### config.mk
export PLATFORM = sky130hd
export DESIGN_NAME = adc_port_readout
export DESIGN_NICKNAME = d
export VERILOG_FILES = /design/src/adc_port_pkg.sv /design/src/adc_port_readout.sv
export SDC_FILE = /design/constraint.sdc
export NUM_CORES = 1
export LEC_CHECK = 0
export ABC_AREA = 1
export BUFFER_PORTS_ARGS = -buffer_cell sky130_fd_sc_hd__buf_2
export CAP_MARGIN = 10
export CORE_MARGIN = 1
export CORE_UTILIZATION = 23
export DETAILED_ROUTE_END_ITERATION = 10
export GPL_TIMING_DRIVEN = 0
export PLACE_DENSITY = 0.45
export SLEW_MARGIN = 20
export SYNTH_ARGS = -nofsm -noshare
export SYNTH_HDL_FRONTEND = slang
export SYNTH_SLANG_ARGS = --single-unit
export TNS_END_PERCENT = 20
### constraint.sdc
create_clock -name aclk -period 1.7 [get_ports aclk]
set_input_delay 0.255 -clock aclk [delete_from_list [all_inputs] [get_ports aclk]]
set_output_delay 0.255 -clock aclk [all_outputs]
set_load 0.01 [all_outputs]
### src/adc_port_pkg.sv
// constants, types and register map of the converter port readout
// assumes a 125 MHz aclk and a 32-bit AXI4-Lite register bus
package adc_port_pkg;

	// ----------------------------------------------------------------
	// timing
	// ----------------------------------------------------------------
	localparam int unsigned CLK_MHZ      = 125;
	localparam int unsigned WIN_NS       = 4000;
	localparam int unsigned WIN_CYC      = WIN_NS * CLK_MHZ / 1000;
	localparam int unsigned WAIT_US      = 200;
	localparam int unsigned WAIT_CYC_DEF = WAIT_US * CLK_MHZ;
	localparam int unsigned LIVE_US      = 1000;
	localparam int unsigned LIVE_CYC_DEF = LIVE_US * CLK_MHZ;

	// ----------------------------------------------------------------
	// register offsets (byte addresses)
	// ----------------------------------------------------------------
	localparam logic [7:0] OFF_CTRL   = 8'h00;
	localparam logic [7:0] OFF_STATUS = 8'h04;
	localparam logic [7:0] OFF_RESULT = 8'h08;
	localparam logic [7:0] OFF_LIVE   = 8'h0c;
	localparam logic [7:0] OFF_MODNUM = 8'h10;

	// control fields, polarity bit high = signal active high
	localparam int unsigned CB_ARM      = 0;
	localparam int unsigned CB_REJECT   = 1;
	localparam int unsigned CB_POL_VAL  = 2;
	localparam int unsigned CB_POL_ACK  = 3;
	localparam int unsigned CB_POL_DEAD = 4;
	localparam int unsigned CB_POL_ARM  = 5;
	localparam int unsigned CB_POL_DRV  = 6;
	localparam logic [7:0]  CTRL_RST    = 8'h7c;

	localparam logic [6:0] SEG_EIGHT  = 7'h7f;
	localparam logic [1:0] RESP_OKAY  = 2'h0;
	localparam logic [1:0] RESP_DEC   = 2'h3;

	typedef enum logic [1:0] {HS_IDLE, HS_DRIVE, HS_ACK} hs_e;

	typedef struct packed {
		logic        awvalid;
		logic [7:0]  awaddr;
		logic        wvalid;
		logic [31:0] wdata;
		logic [3:0]  wstrb;
		logic        bready;
		logic        arvalid;
		logic [7:0]  araddr;
		logic        rready;
	} axi_req_s;

	typedef struct packed {
		logic        awready;
		logic        wready;
		logic        bvalid;
		logic [1:0]  bresp;
		logic        arready;
		logic        rvalid;
		logic [31:0] rdata;
		logic [1:0]  rresp;
	} axi_rsp_s;

endpackage

### src/adc_port_readout.sv
// readout of one converter port: handshake, reject window, livetime
// assumes pins sampled on aclk and software on an AXI4-Lite master
//
// Behaviour
// [RQ1] result words are sixteen bits wide
// [RQ2] result input bits are active low, inverted
// [RQ3] valid from converter captures result word
// [RQ4] acknowledge raised after capture
// [RQ5] converter drops valid after acknowledge
// [RQ6] acknowledge dropped once valid is gone
// [RQ7] software polarity for five control signals
// [RQ8] arm output lets converter convert
// [RQ9] driver enable puts results on lines
// [RQ10] reject mode: arm held until event done
// [RQ11] converter: dead time 200 ns before valid
// [RQ12] reject edge in window discards event
// [RQ13] armed indicator shows system is armed
// [RQ14] activity indicator shows transfer or event
// [RQ15] display shows eight, then module number
// [RQ16] dead state forwarded, livetime per millisecond
// [RQ17] captured results passed on to controller
// [RQ18] full port acknowledges but drops new word
// [RQ19] reject mode captures only in open window
// [RQ20] wait for data, zero on timeout
// [RQ21] dead time synchronised before edge detect
// [RQ22] valid input through two-stage synchroniser
// [RQ23] reset: no ack, empty, arm off
//
// The register addresses and the AXI4-Lite register port are this design's own decisions.
`timescale 1ns/1ps
module adc_port_readout #(
	parameter int unsigned WAIT_CYC = adc_port_pkg::WAIT_CYC_DEF,
	parameter int unsigned LIVE_CYC = adc_port_pkg::LIVE_CYC_DEF
) (
	input  wire logic                 aclk,
	input  wire logic                 aresetn,
	input  wire adc_port_pkg::axi_req_s axi_req,
	output      adc_port_pkg::axi_rsp_s axi_rsp,
	input  wire logic                 conv_data_valid,
	input  wire logic [15:0]          conv_result_bits,
	input  wire logic                 dead_time_in,
	input  wire logic                 reject_in,
	output      logic                 data_taken_ack,
	output      logic                 converter_arm,
	output      logic                 result_driver_enable,
	output      logic                 dead_state,
	output      logic                 armed_led,
	output      logic                 activity_led,
	output      logic [6:0]           seg7
);

	// ----------------------------------------------------------------
	// state
	// ----------------------------------------------------------------
	typedef struct packed {
		logic [7:0]             ctrl;
		logic [3:0]             modnum;
		logic                   mod_set;
		adc_port_pkg::hs_e      hs;
		logic [15:0]            result;
		logic                   full;
		logic                   val_s1, val_s2;
		logic                   dead_s1, dead_s2, dead_d;
		logic                   rej_s1, rej_s2, rej_d;
		logic                   win_open;
		logic [8:0]             win_cnt;
		logic                   rejected;
		logic                   wait_on;
		logic [16:0]            wait_cnt;
		logic                   arm_hold;
		logic [16:0]            live_cnt;
		logic [30:0]            live_ms;
		logic                   live_bit;
		logic                   aw_ok, w_ok;
		logic [7:0]             awaddr;
		logic [31:0]            wdata;
		logic [3:0]             wstrb;
		adc_port_pkg::axi_rsp_s rsp;
		logic                   ack_pin, arm_pin, drv_pin, dead_pin;
		logic                   led_arm, led_act;
		logic [6:0]             seg;
	} state_s;

	state_s q, d;

	// segments gfedcba for one decimal digit, blank past nine
	function automatic logic [6:0] seg_of(input logic [3:0] v);
		unique case (v)
			4'h0: seg_of = 7'h3f;
			4'h1: seg_of = 7'h06;
			4'h2: seg_of = 7'h5b;
			4'h3: seg_of = 7'h4f;
			4'h4: seg_of = 7'h66;
			4'h5: seg_of = 7'h6d;
			4'h6: seg_of = 7'h7d;
			4'h7: seg_of = 7'h07;
			4'h8: seg_of = 7'h7f;
			4'h9: seg_of = 7'h6f;
			default: seg_of = 7'h00;
		endcase
	endfunction

	// active levels after polarity, taken from synchronised copies
	logic val_act, dead_act, rej_edge, dead_edge, rej_mode, accept, pop;
	assign val_act   = q.val_s2 ~^ q.ctrl[adc_port_pkg::CB_POL_VAL]; // [RQ7]
	assign dead_act  = q.dead_s2 ~^ q.ctrl[adc_port_pkg::CB_POL_DEAD];
	assign dead_edge = dead_act && !q.dead_d;  // [RQ21]
	assign rej_edge  = q.rej_s2 ^ q.rej_d;
	assign rej_mode  = q.ctrl[adc_port_pkg::CB_REJECT];
	// new words only into an empty port, and in reject mode only in window
	assign accept = !q.full && (!rej_mode || q.win_open);   // [RQ18] [RQ19]
	assign pop = axi_req.arvalid && q.rsp.arready
		&& axi_req.araddr == adc_port_pkg::OFF_RESULT;

	// ----------------------------------------------------------------
	// next state
	// ----------------------------------------------------------------
	always_comb begin
		logic [31:0] m;
		logic        arm_act;
		m = '0;
		arm_act = 1'b0;
		d = q;
		// two-stage synchronisers, first stage read only by second
		d.val_s1  = conv_data_valid;            // [RQ22]
		d.val_s2  = q.val_s1;
		d.dead_s1 = dead_time_in;               // [RQ21]
		d.dead_s2 = q.dead_s1;
		d.dead_d  = dead_act;
		d.rej_s1  = reject_in;
		d.rej_s2  = q.rej_s1;
		d.rej_d   = q.rej_s2;

		// host takes the word; a set later in this process wins
		if (pop)
			d.full = 1'b0;                  // [RQ17]

		// four-phase handshake with the converter
		unique case (q.hs)
			adc_port_pkg::HS_IDLE: begin
				if (val_act)
					d.hs = adc_port_pkg::HS_DRIVE;
			end
			adc_port_pkg::HS_DRIVE: begin
				// word is dropped, not the handshake, when refused
				if (accept) begin
					d.result = ~conv_result_bits; // [RQ1] [RQ2] [RQ3]
					d.full = 1'b1;
					if (rej_mode)
						d.arm_hold = 1'b1;  // [RQ10]
				end
				d.hs = adc_port_pkg::HS_ACK;    // [RQ4] [RQ18]
			end
			adc_port_pkg::HS_ACK: begin
				if (!val_act)
					d.hs = adc_port_pkg::HS_IDLE;   // [RQ5] [RQ6]
			end
		endcase

		// reject resolving window opened by the dead-time edge
		if (rej_mode && dead_edge && !q.win_open) begin
			d.win_open = 1'b1;
			d.win_cnt  = 9'(adc_port_pkg::WIN_CYC - 1);
			// a reject edge on the opening edge still counts: set wins
			d.rejected = rej_edge;          // [RQ12]
		end else if (q.win_open) begin
			if (rej_edge)
				d.rejected = 1'b1;          // [RQ12]
			if (q.win_cnt == '0) begin
				d.win_open = 1'b0;
				if (q.rejected || rej_edge) begin
					d.full = 1'b0;          // [RQ12]
				end else begin
					d.wait_on  = 1'b1;
					d.wait_cnt = 17'(WAIT_CYC - 1);
				end
			end else begin
				d.win_cnt = q.win_cnt - 9'h001;
			end
		end

		// wait for the word; report zero if it never comes
		if (q.wait_on) begin
			if (q.full) begin
				d.wait_on = 1'b0;
			end else if (q.wait_cnt == '0) begin
				d.wait_on = 1'b0;
				d.result  = 16'h0000;       // [RQ20]
				d.full    = 1'b1;
			end else begin
				d.wait_cnt = q.wait_cnt - 17'h00001;
			end
		end

		// arm released once window, wait and readout are over, or at once when reject mode is off
		if (q.arm_hold && !q.win_open && !q.wait_on && !q.full)
			d.arm_hold = 1'b0;              // [RQ10]
		if (!rej_mode)
			d.arm_hold = 1'b0;

		// livetime image every millisecond
		if (q.live_cnt == '0) begin
			d.live_cnt = 17'(LIVE_CYC - 1);
			d.live_bit = !dead_act;             // [RQ16]
			if (!dead_act)
				d.live_ms = q.live_ms + 31'h00000001;
		end else begin
			d.live_cnt = q.live_cnt - 17'h00001;
		end

		// ------------------------------------------------------------
		// AXI4-Lite write: address and data in either order
		// ------------------------------------------------------------
		if (axi_req.awvalid && q.rsp.awready) begin
			d.aw_ok  = 1'b1;
			d.awaddr = axi_req.awaddr;
		end
		if (axi_req.wvalid && q.rsp.wready) begin
			d.w_ok  = 1'b1;
			d.wdata = axi_req.wdata;
			d.wstrb = axi_req.wstrb;
		end
		if (q.rsp.bvalid && axi_req.bready)
			d.rsp.bvalid = 1'b0;
		if (q.aw_ok && q.w_ok && !q.rsp.bvalid) begin
			d.aw_ok = 1'b0;
			d.w_ok  = 1'b0;
			d.rsp.bvalid = 1'b1;
			d.rsp.bresp  = adc_port_pkg::RESP_OKAY;
			m = {{8{q.wstrb[3]}}, {8{q.wstrb[2]}},
				{8{q.wstrb[1]}}, {8{q.wstrb[0]}}};
			unique case (q.awaddr)
				adc_port_pkg::OFF_CTRL: begin
					d.ctrl = (q.ctrl & ~m[7:0]) | (q.wdata[7:0] & m[7:0]);
				end
				adc_port_pkg::OFF_MODNUM: begin
					if (q.wstrb[0]) begin
						d.modnum  = q.wdata[3:0];
						d.mod_set = 1'b1;   // [RQ15]
					end
				end
				adc_port_pkg::OFF_STATUS, adc_port_pkg::OFF_RESULT,
				adc_port_pkg::OFF_LIVE: begin
					d.rsp.bresp = adc_port_pkg::RESP_OKAY;
				end
				default: d.rsp.bresp = adc_port_pkg::RESP_DEC;
			endcase
		end
		// one write at a time: each ready only while its own channel is not parked and no response waits
		d.rsp.awready = !d.aw_ok && !d.rsp.bvalid;
		d.rsp.wready  = !d.w_ok && !d.rsp.bvalid;

		// ------------------------------------------------------------
		// AXI4-Lite read, answered one edge after the address
		// ------------------------------------------------------------
		if (q.rsp.rvalid && axi_req.rready)
			d.rsp.rvalid = 1'b0;
		if (axi_req.arvalid && q.rsp.arready) begin
			d.rsp.rvalid = 1'b1;
			d.rsp.rresp  = adc_port_pkg::RESP_OKAY;
			d.rsp.rdata  = '0;
			unique case (axi_req.araddr)
				adc_port_pkg::OFF_CTRL:   d.rsp.rdata = {24'h0, q.ctrl};
				adc_port_pkg::OFF_STATUS: d.rsp.rdata = {24'h0, q.full,
					q.win_open, q.wait_on, q.rejected, dead_act,
					q.hs != adc_port_pkg::HS_IDLE, q.arm_pin ~^
					q.ctrl[adc_port_pkg::CB_POL_ARM], q.mod_set};
				adc_port_pkg::OFF_RESULT: d.rsp.rdata = {q.full, 15'h0,
					q.result};              // [RQ17]
				adc_port_pkg::OFF_LIVE:   d.rsp.rdata = {q.live_bit,
					q.live_ms};             // [RQ16]
				adc_port_pkg::OFF_MODNUM: d.rsp.rdata = {27'h0, q.mod_set,
					q.modnum};
				default: d.rsp.rresp = adc_port_pkg::RESP_DEC;
			endcase
		end
		d.rsp.arready = !d.rsp.rvalid;

		// pins, each a flip-flop; ack, arm and driver pins carry their own polarity
		arm_act = q.ctrl[adc_port_pkg::CB_ARM] && !d.arm_hold;   // [RQ8]
		d.ack_pin = (d.hs == adc_port_pkg::HS_ACK)
			~^ q.ctrl[adc_port_pkg::CB_POL_ACK];             // [RQ4] [RQ7]
		d.arm_pin = arm_act ~^ q.ctrl[adc_port_pkg::CB_POL_ARM];
		d.drv_pin = (d.hs == adc_port_pkg::HS_DRIVE)
			~^ q.ctrl[adc_port_pkg::CB_POL_DRV];             // [RQ9]
		d.dead_pin = dead_act;                                   // [RQ16]
		d.led_arm  = q.ctrl[adc_port_pkg::CB_ARM];               // [RQ13]
		d.led_act  = d.full || d.win_open || d.wait_on;          // [RQ14]
		d.seg = d.mod_set ? seg_of(d.modnum) : adc_port_pkg::SEG_EIGHT;
	end

	// ----------------------------------------------------------------
	// register, synchronous active-low reset
	// ----------------------------------------------------------------
	always_ff @(posedge aclk) begin
		if (!aresetn) begin
			q <= '0;                            // [RQ23]
			q.ctrl <= adc_port_pkg::CTRL_RST;
			q.hs <= adc_port_pkg::HS_IDLE;
			q.seg <= adc_port_pkg::SEG_EIGHT;   // [RQ15]
			q.rsp.awready <= 1'b1;
			q.rsp.wready <= 1'b1;
			q.rsp.arready <= 1'b1;
		end else begin
			q <= d;
		end
	end

	assign axi_rsp              = q.rsp;
	assign data_taken_ack       = q.ack_pin;
	assign converter_arm        = q.arm_pin;
	assign result_driver_enable = q.drv_pin;
	assign dead_state           = q.dead_pin;
	assign armed_led            = q.led_arm;
	assign activity_led         = q.led_act;
	assign seg7                 = q.seg;

	logic ack_act, arm_out_act;
	assign ack_act = data_taken_ack ~^ q.ctrl[adc_port_pkg::CB_POL_ACK];
	assign arm_out_act = converter_arm ~^ q.ctrl[adc_port_pkg::CB_POL_ARM];
endmodule

==> impl_metrics.json, run 1 <==
{
  "ys_seq_elements": 189,
  "design_area_sq_um": 12000,
  "grt_max_degree": 17,
  "numCtsBuffers": 17,
  "globalplace.congestion": 0.874,
  "wirelength_mm": 28.5,
  "setup_ws_ns": -0.0300,
  "grt_pass1_wl_mm": 46.0,
  "p_clk_share_pct": 35.7,
  "root_buffer": "clkbuf_16",
  "worstPathCellList": "nor2_2 -> nand2_2 -> nor2_4 -> nand2_4 -> or2_4 -> o21ai_4 -> ha_4 -> nand3_4 -> nand2_2 -> nand2_1 -> nand3_1",
  "hold_viol_final": 0,
  "drc": 2,
  "critPathArrivalTime_ns": 2.04,
  "tns_ns": -0.0300,
  "synthesis.area_sq_um": 9640,
  "yosysSeqAreaShare_pct": 39.3,
  "drive_gt1_share_pct": 23.3,
  "syn_avg_cell_area_sq_um": 6.86,
  "hold_ws_ns": 0.0848,
  "finalPower_mw": 12.0,
  "layout.cells.most_common": "nand2_1",
  "first_pass_iters": 10,
  "switching_share_pct": 30.7,
  "leakage_nw": 5.13,
  "multi_input_area_sq_um": 4960,
  "first_iter_violations": 421,
  "synth_warnings": 0,
  "grt_use_total_pct": 13.8,
  "numClockSinks": 189,
  "endpoint_kind": "flip-flop",
  "startpoint_type": "flip-flop",
  "ios": 132,
  "areaGrowthSynthToFinish_pct": 24.8,
  "stdcell_count": 2105,
  "internal_power_mw": 8.29,
  "floorplan.initialDensity_pct": 23.4,
  "nets": 1653,
  "die_area_sq_um": 42700,
  "most-common-layout-cells": "nand2_1 (346), nor2_1 (183), dfxtp_1 (177), inv_1 (140), buf_2 (106)",
  "clock_latency_ns": 0.44,
  "slew_headroom_pct": 40.4,
  "drtAntennaViolNets": 0,
  "synth_cell_types": 39,
  "p_comb_share_pct": 22.3,
  "violations": "DRC, setup timing",
  "fmax_ghz": 0.578,
  "syn_nets": 1496,
  "cp_slowest_cell": "dfxtp_2",
  "critical_path.most_common_cell": "nand2_2",
  "portBuffers": 104,
  "num_vias": 9009,
  "antenna_cells": 0,
  "drv_slew": 0,
  "cts_buffer_depth": 2,
  "hold_path.class": "input port to flip-flop",
  "maxCapViolCount": 0,
  "p_sw_mw": 3.68,
  "rows": 74,
  "dpl_cell_area_sq_um": 10800,
  "coreArea_sq_um": 41100,
  "worst_slew_pin_slew_ns": 0.895,
  "required_ns": 2.01,
  "crit_fanout": 4,
  "ir_drop_mv": 0.647,
  "rsz0062_at_grt": "true",
  "dieHeight_um": 207,
  "cp_top_family": "simple AND/OR/NAND/NOR gates",
  "fin_skew_ns": 0.0186,
  "period_share_pct": 102,
  "setup_violations": 1,
  "dp.cells": 2040,
  "dp_hpwl_mm": 21.9,
  "synthCells": 1404,
  "seq_area_sq_um": 3800,
  "grt_pass1_vias": 8683,
  "n_fill_cell": 4616,
  "h-tree-depth": 4,
  "cts_tree": "built",
  "status": "complete, but fails checks",
  "antenna_found_initial": 0,
  "path_clk_slew_ns": 0.07,
  "vias_per_cell": 4.28,
  "powerDensity_nw_per_um2": 995,
  "grt_overflow": 0,
  "wire_per_inst_um": 13.6,
  "die_w_um": 207,
  "crit_buf_inv": 0,
  "fin_crit_ns": 1.73,
  "regToRegSetupSlack_ns": -0.03,
  "seq_power_share_pct": 42.0,
  "slowest_delay_ns": 0.33,
  "path_class": "flip-flop to flip-flop"
}
## area by class of cell
type,count,share of cell area [%]
multi-input cells,971,41.2
flip-flops and latches,189,31.6
repair buffers,137,6.48
well taps,532,5.53
plain buffers,89,5.07
inverters,155,4.88
clock buffers,20,3.88
clock inverters,11,1.29
repair inverters,1,0.0624
## state kept, by name (all words and copies together), names as in the netlist, named ones only
name and count:
activity_led 1, armed_led 1, axi_rsp 39, converter_arm 1
d 4, data_taken_ack 1, dead_state 1, q 125
result_driver_enable 1, seg7 7
## stage by stage
stage / utilization (%) / worst slack (ns)
finish: 29.3 / -0.0300
global route: 29.3 / -0.138
CTS: 28.6 / -0.0243
detailed placement: 26.4 / -0.428
global placement: 26.4 / -0.411
floorplan: - / -0.0519
## per-layer routing
layer	GRT usage, %	vias to the layer above	wire length (um)
met2	23.3	116	13600
li1	-	4721	-
met1	18.3	4155	13900
met4	3.47	0	400
met5	0	-	0
met3	2.23	17	633
## power groups by stage
stage | Combinational [mW] | Sequential, mW | Clock (mW)
after CTS | 2.58 | 5.01 | 4.42
after global placement | 2.42 | 5.10 | 0
after floorplan | 1.85 | 5.03 | 0
after global routing | 3.00 | 5.08 | 4.61
after detailed placement | 2.45 | 5.10 | 0
final | 2.67 | 5.03 | 4.28
## synth_stat cells, drive strengths merged
master / count / area [sq um]
nand2: 377 / 1450
nor2: 209 / 856
dfxtp: 189 / 3780
inv: 155 / 582
a21oi: 108 / 586
o21ai: 98 / 505
nand3: 75 / 423
buf: 65 / 504
clkbuf: 24 / 90.1
nand4: 18 / 113
ha: 14 / 175
xor2: 14 / 123
mux2: 13 / 146
nor3: 13 / 65.1
or2: 7 / 43.8
o211ai: 6 / 45.0
o22ai: 5 / 31.3
nand3b: 4 / 30.0
xnor2: 4 / 35.0
mux2i: 3 / 30.0
nor3b: 1 / 7.51
nor4: 1 / 6.26
o31ai: 1 / 7.51
## kinds of logic (layout without fill, tap and decap cells)
| kind of cell | count (synthesis) | after routing | synth area share, % |
|---|---|---|---|
| mux | 16 | 16 | 1.83 |
| flops | 189 | 189 | 39.3 |
| compound gates | 218 | 218 | 12.2 |
| fa+ha+maj | 14 | 14 | 1.82 |
| buf+inv | 244 | 413 | 12.2 |
| xor+xnor | 18 | 18 | 1.64 |
| simple gates | 705 | 705 | 31.1 |
## worst paths after layout
kind                             start       to  cells past startpoint
setup reg to reg                 q[96]  seg7[3]                     11
hold / removal    conv_result_bits[14]   q[202]                      3
setup / recovery                 q[96]  seg7[3]                     11
hold reg to reg                 d[183]   q[183]                      2
## tightest hold or removal path: cells and delay by family
kind	cells	cell delay [ns]
buf+inv	1	0.08
simple gates	1	0.03
mux	1	0.11
## repair_timing
action | in CTS | in global routing
pin swaps | 14 | 23
hold buffers | 3 | 0
hold endpoints to repair | 3 | 0
setup endpoints to repair | 104 | 96
gates cloned | 1 | 0
setup buffers | 17 | 13
gates resized for setup | 44 | 54
Note: power is estimated with default switching activity, not from simulation.
==> run 2, diff against run 1 <==
Settings changed: RECOVER_POWER from default to 100.
==> impl_metrics.json, run 2 (synthesis results as in run 1) <==
{
  "status": "complete, but fails checks",
  "violations": "DRC, setup timing",
  "setup_ws_ns": -0.0300,
  "nets": 1653,
  "cts_tree": "built",
  "drive_gt1_share_pct": 20.3,
  "startpoint_type": "flip-flop",
  "die_area_sq_um": 42700,
  "regToRegSetupSlack_ns": -0.03,
  "globalplace.congestion": 0.874,
  "p_clk_share_pct": 35.8,
  "numCtsBuffers": 17,
  "slew_headroom_pct": 40.2,
  "grt_pass1_wl_mm": 46.0,
  "leakage_nw": 4.97,
  "hold_viol_final": 0,
  "layout.cells.most_common": "nand2_1",
  "hold_path.class": "input port to flip-flop",
  "whs_path_depth": 3,
  "root_buffer": "clkbuf_16",
  "cp_top_family": "simple AND/OR/NAND/NOR gates",
  "numClockSinks": 189,
  "endpoint_kind": "flip-flop",
  "areaGrowthSynthToFinish_pct": 24.2,
  "coreArea_sq_um": 41100,
  "crit_cells": 11,
  "antenna_cells": 0,
  "internal_power_mw": 8.28,
  "slowest_delay_ns": 0.33,
  "grt_pass1_vias": 8683,
  "vias_per_cell": 4.29,
  "drtAntennaViolNets": 0,
  "dp_hpwl_mm": 21.9,
  "tns_ns": -0.0300,
  "cts_buffer_depth": 2,
  "wire_per_inst_um": 13.6,
  "switching_share_pct": 30.7,
  "rows": 74,
  "h-tree-depth": 4,
  "setup_violations": 1,
  "seq_power_share_pct": 42.1,
  "required_ns": 2.01,
  "num_vias": 9021,
  "grt_use_total_pct": 13.8,
  "period_share_pct": 102,
  "ir_drop_mv": 0.646,
  "r2r_start": "q[96]",
  "first_pass_iters": 10,
  "dieHeight_um": 207,
  "largest_reg_flops": 125,
  "floorplan.initialDensity_pct": 23.4,
  "reg2regPathDepth": 11,
  "critPathArrivalTime_ns": 2.04,
  "reg2reg_to": "seg7[3]",
  "rsz0062_at_grt": "true",
  "fmax_ghz": 0.578,
  "maxCapViolCount": 0,
  "min_to": "q[202]",
  "largest_register": "q",
  "portBuffers": 104,
  "most-common-layout-cells": "nand2_1 (346), nor2_1 (184), dfxtp_1 (177), inv_1 (141), a21oi_1 (96)",
  "grt_max_degree": 17,
  "clock_latency_ns": 0.44,
  "worst_slew_pin_slew_ns": 0.897,
  "grt_use_met3_pct": 2.23,
  "p_sw_mw": 3.67,
  "powerDensity_nw_per_um2": 999,
  "drc": 2,
  "p_comb_share_pct": 22.2,
  "crit_fanout": 4,
  "critical_path.most_common_cell": "nand2_2",
  "crit_buf_inv": 0,
  "first_iter_violations": 442,
  "drv_slew": 0,
  "path_class": "flip-flop to flip-flop",
  "grtUsageMet2_pct": 23.3,
  "top_usage_layer": "met2",
  "ios": 132,
  "grt_overflow": 0,
  "fin_crit_ns": 1.73,
  "hold_path.startpoint": "conv_result_bits[14]",
  "cp_slowest_cell": "dfxtp_2",
  "finalPower_mw": 12.0,
  "antenna_found_initial": 0,
  "path_clk_slew_ns": 0.07,
  "wirelength_mm": 28.6,
  "die_w_um": 207,
  "pre_cts_slack_ns": -0.428,
  "globalRouteMet1Util_pct": 18.3,
  "fin_util_pct": 29.1,
  "worstPathCellList": "nor2_2 -> nand2_2 -> nor2_4 -> nand2_4 -> or2_4 -> o21ai_4 -> ha_4 -> nand3_4 -> nand2_2 -> nand2_1 -> nand3_1",
  "fin_skew_ns": 0.0186
}
[run 2: worst max-delay path by stage]
stage,start,end,slack (ns)
after floorplan,q[92],seg7[3],-0.05
after global placement,aresetn,dead_state,-0.41
after detailed placement,aresetn,dead_state,-0.43
after CTS,q[183],activity_led,-0.02
after global routing,q[96],seg7[3],-0.14
final,q[96],seg7[3],-0.03
[run 2: power by group through the flow]
stage	sequential, mW	combinational, mW	clock (mW)
finish	5.03	2.65	4.28
global route	5.07	2.99	4.61
CTS	5.01	2.58	4.42
detailed placement	5.10	2.45	0
global placement	5.10	2.42	0
floorplan	5.03	1.85	0
[run 2: routing by layer]
| metal | up-vias | wire [um] |
|---|---|---|
| li1 | 4722 | - |
| met1 | 4174 | 14000 |
| met2 | 108 | 13600 |
| met3 | 17 | 612 |
| met4 | 0 | 400 |
| met5 | - | 0 |
[run 2: through the flow]
stage / std cells / hold slack (ns) / instance area (sq um)
after floorplan: 1404 / 0.353 / 9650
after global placement: 2040 / 0.398 / 10800
after detailed placement: 2040 / 0.399 / 10800
after CTS: 2092 / 0.0651 / 11800
after global routing: 2105 / 0.0674 / 12000
final: 2105 / 0.0846 / 12000
[run 2: area by class of cell]
cell class                 count  area (sq um)
buffer                        89           609
clock inverter                11           155
timing repair buffer         137           722
clock buffer                  20           467
inverter                     155           587
multi-input combinational    971          4960
fill                        4643         29100
timing repair inverter         1          7.51
sequential                   189          3800
tap                          532           666
[run 2: worst min-delay path, stage by stage]
cell and delay [ns]:
buf_2 0.08, mux2_1 0.11, nor2_1 0.03
[run 2: repair_timing]
| item | CTS | global route |
|---|---|---|
| hold buffers | 3 | 0 |
| endpoints found under the setup margin | 104 | 96 |
| setup buffers | 17 | 13 |
| gates cloned | 1 | 0 |
| pin swaps | 14 | 23 |
| gates resized for setup | 44 | 54 |
| endpoints found under the hold margin | 3 | 0 |
==> run 3, diff against run 2 <==
Settings changed: RECOVER_POWER 100 to 25.
==> impl_metrics.json, run 3 (synthesis results as in run 1) <==
{
  "drtAntennaViolNets": 0,
  "vias_per_cell": 4.29,
  "startpoint_type": "flip-flop",
  "dp_hpwl_mm": 21.9,
  "setup_ws_ns": -0.0300,
  "fin_util_pct": 29.1,
  "stdcell_count": 2105,
  "dp.cells": 2040,
  "coreArea_sq_um": 41100,
  "wirelength_mm": 28.6,
  "path_clk_slew_ns": 0.07,
  "grt_overflow": 0,
  "dieHeight_um": 207,
  "num_vias": 9026,
  "largest_reg_flops": 125,
  "maxCapViolCount": 0,
  "powerDensity_nw_per_um2": 999,
  "crit_fanout": 4,
  "dpl_cell_area_sq_um": 10800,
  "path_class": "flip-flop to flip-flop",
  "ir_drop_mv": 0.647,
  "hold_path.startpoint": "conv_result_bits[14]",
  "n_fill_cell": 4638,
  "antenna_cells": 0,
  "globalplace.congestion": 0.874,
  "ios": 132,
  "cts_tree": "built",
  "slew_headroom_pct": 40.2,
  "die_w_um": 207,
  "rsz0062_at_grt": "true",
  "drive_gt1_share_pct": 20.7,
  "root_buffer": "clkbuf_16",
  "cts_buffer_depth": 2,
  "fmax_ghz": 0.578,
  "hold_path.class": "input port to flip-flop",
  "drv_slew": 0,
  "largest_register": "q",
  "fin_skew_ns": 0.0183,
  "nets": 1653,
  "rows": 74,
  "wire_per_inst_um": 13.6,
  "setup_violations": 1,
  "hold_viol_final": 0,
  "status": "complete, but fails checks",
  "fin_crit_ns": 1.73,
  "h-tree-depth": 4,
  "areaGrowthSynthToFinish_pct": 24.3,
  "die_area_sq_um": 42700,
  "grt_use_total_pct": 13.8,
  "worst_slew_pin_slew_ns": 0.897,
  "crit_path_start": "q[96]",
  "antenna_found_initial": 0,
  "critPathArrivalTime_ns": 2.04,
  "required_ns": 2.01,
  "first_pass_iters": 10,
  "r2r_start": "q[96]",
  "leakage_nw": 4.99,
  "portBuffers": 104,
  "violations": "DRC, setup timing",
  "grt_pass1_vias": 8683,
  "period_share_pct": 102,
  "design_area_sq_um": 12000,
  "floorplan.initialDensity_pct": 23.4,
  "clock_latency_ns": 0.44,
  "grt_max_degree": 17,
  "grt_pass1_wl_mm": 46.0,
  "first_iter_violations": 423,
  "numCtsBuffers": 17,
  "numClockSinks": 189,
  "layout.cells.most_common": "nand2_1",
  "most-common-layout-cells": "nand2_1 (346), nor2_1 (183), dfxtp_1 (177), inv_1 (141), a21oi_1 (96)",
  "drc": 2,
  "endpoint_kind": "flip-flop",
  "finalPower_mw": 12.0
}
run 3: final timing paths:
path                   to  slack, ns  depth (start not counted)
setup / recovery  seg7[3]      -0.03                         11
hold reg to reg    q[183]       0.41                          2
setup reg to reg  seg7[3]      -0.03                         11
hold / removal     q[202]       0.08                          3
run 3: repair_timing:
action,CTS,global route
hold buffers,3,0
setup buffers,17,13
cloned,1,0
endpoints found under the setup margin,104,96
gates resized for setup,44,54
hold endpoints to repair,3,0
pin swaps,14,23
run 3: routing by layer:
metal | wire length (um) | vias to the layer above | GRT usage (%)
met3 | 644 | 17 | 2.23
met4 | 400 | 0 | 3.47
met5 | 0 | - | 0
li1 | - | 4719 | -
met1 | 14000 | 4169 | 18.3
met2 | 13600 | 121 | 23.3
run 3: power by group:
part | switching (mW) | leakage [nW] | internal [mW]
Sequential | 0.277 | 1.54 | 4.75
Clock | 1.83 | 0.303 | 2.45
Combinational | 1.57 | 3.15 | 1.09
run 3: area by class of cell:
| cell class | count | area (sq um) | share of cell area [%] |
|---|---|---|---|
| plain buffers | 89 | 609 | 5.09 |
| clock inverters | 11 | 155 | 1.30 |
| inverters | 155 | 587 | 4.90 |
| well taps | 532 | 666 | 5.56 |
| clock buffers | 20 | 467 | 3.90 |
| multi-input cells | 971 | 4960 | 41.4 |
| repair buffers | 137 | 729 | 6.09 |
| repair inverters | 1 | 7.51 | 0.0627 |
| flip-flops and latches | 189 | 3800 | 31.7 |
run 3: stage by stage:
stage	setup TNS, ns	hold WS [ns]	worst slack [ns]
3_3_place_gp	-23.95	0.398	-0.411
2_1_floorplan	-0.0664	0.353	-0.0519
6_report	-0.0300	0.0848	-0.0300
3_5_place_dp	-25.46	0.399	-0.428
4_1_cts	-0.0255	0.0651	-0.0243
5_1_grt	-3.21	0.0674	-0.138
run 3: critical path, stage by stage (launching register included):
cell     delay, ns
dfxtp_2       0.33
nor2_2        0.10
nand2_2       0.08
nor2_4        0.16
nand2_4       0.08
or2_4         0.26
o21ai_4       0.11
ha_4          0.25
nand3_4       0.08
nand2_2       0.05
nand2_1       0.05
nand3_1       0.06
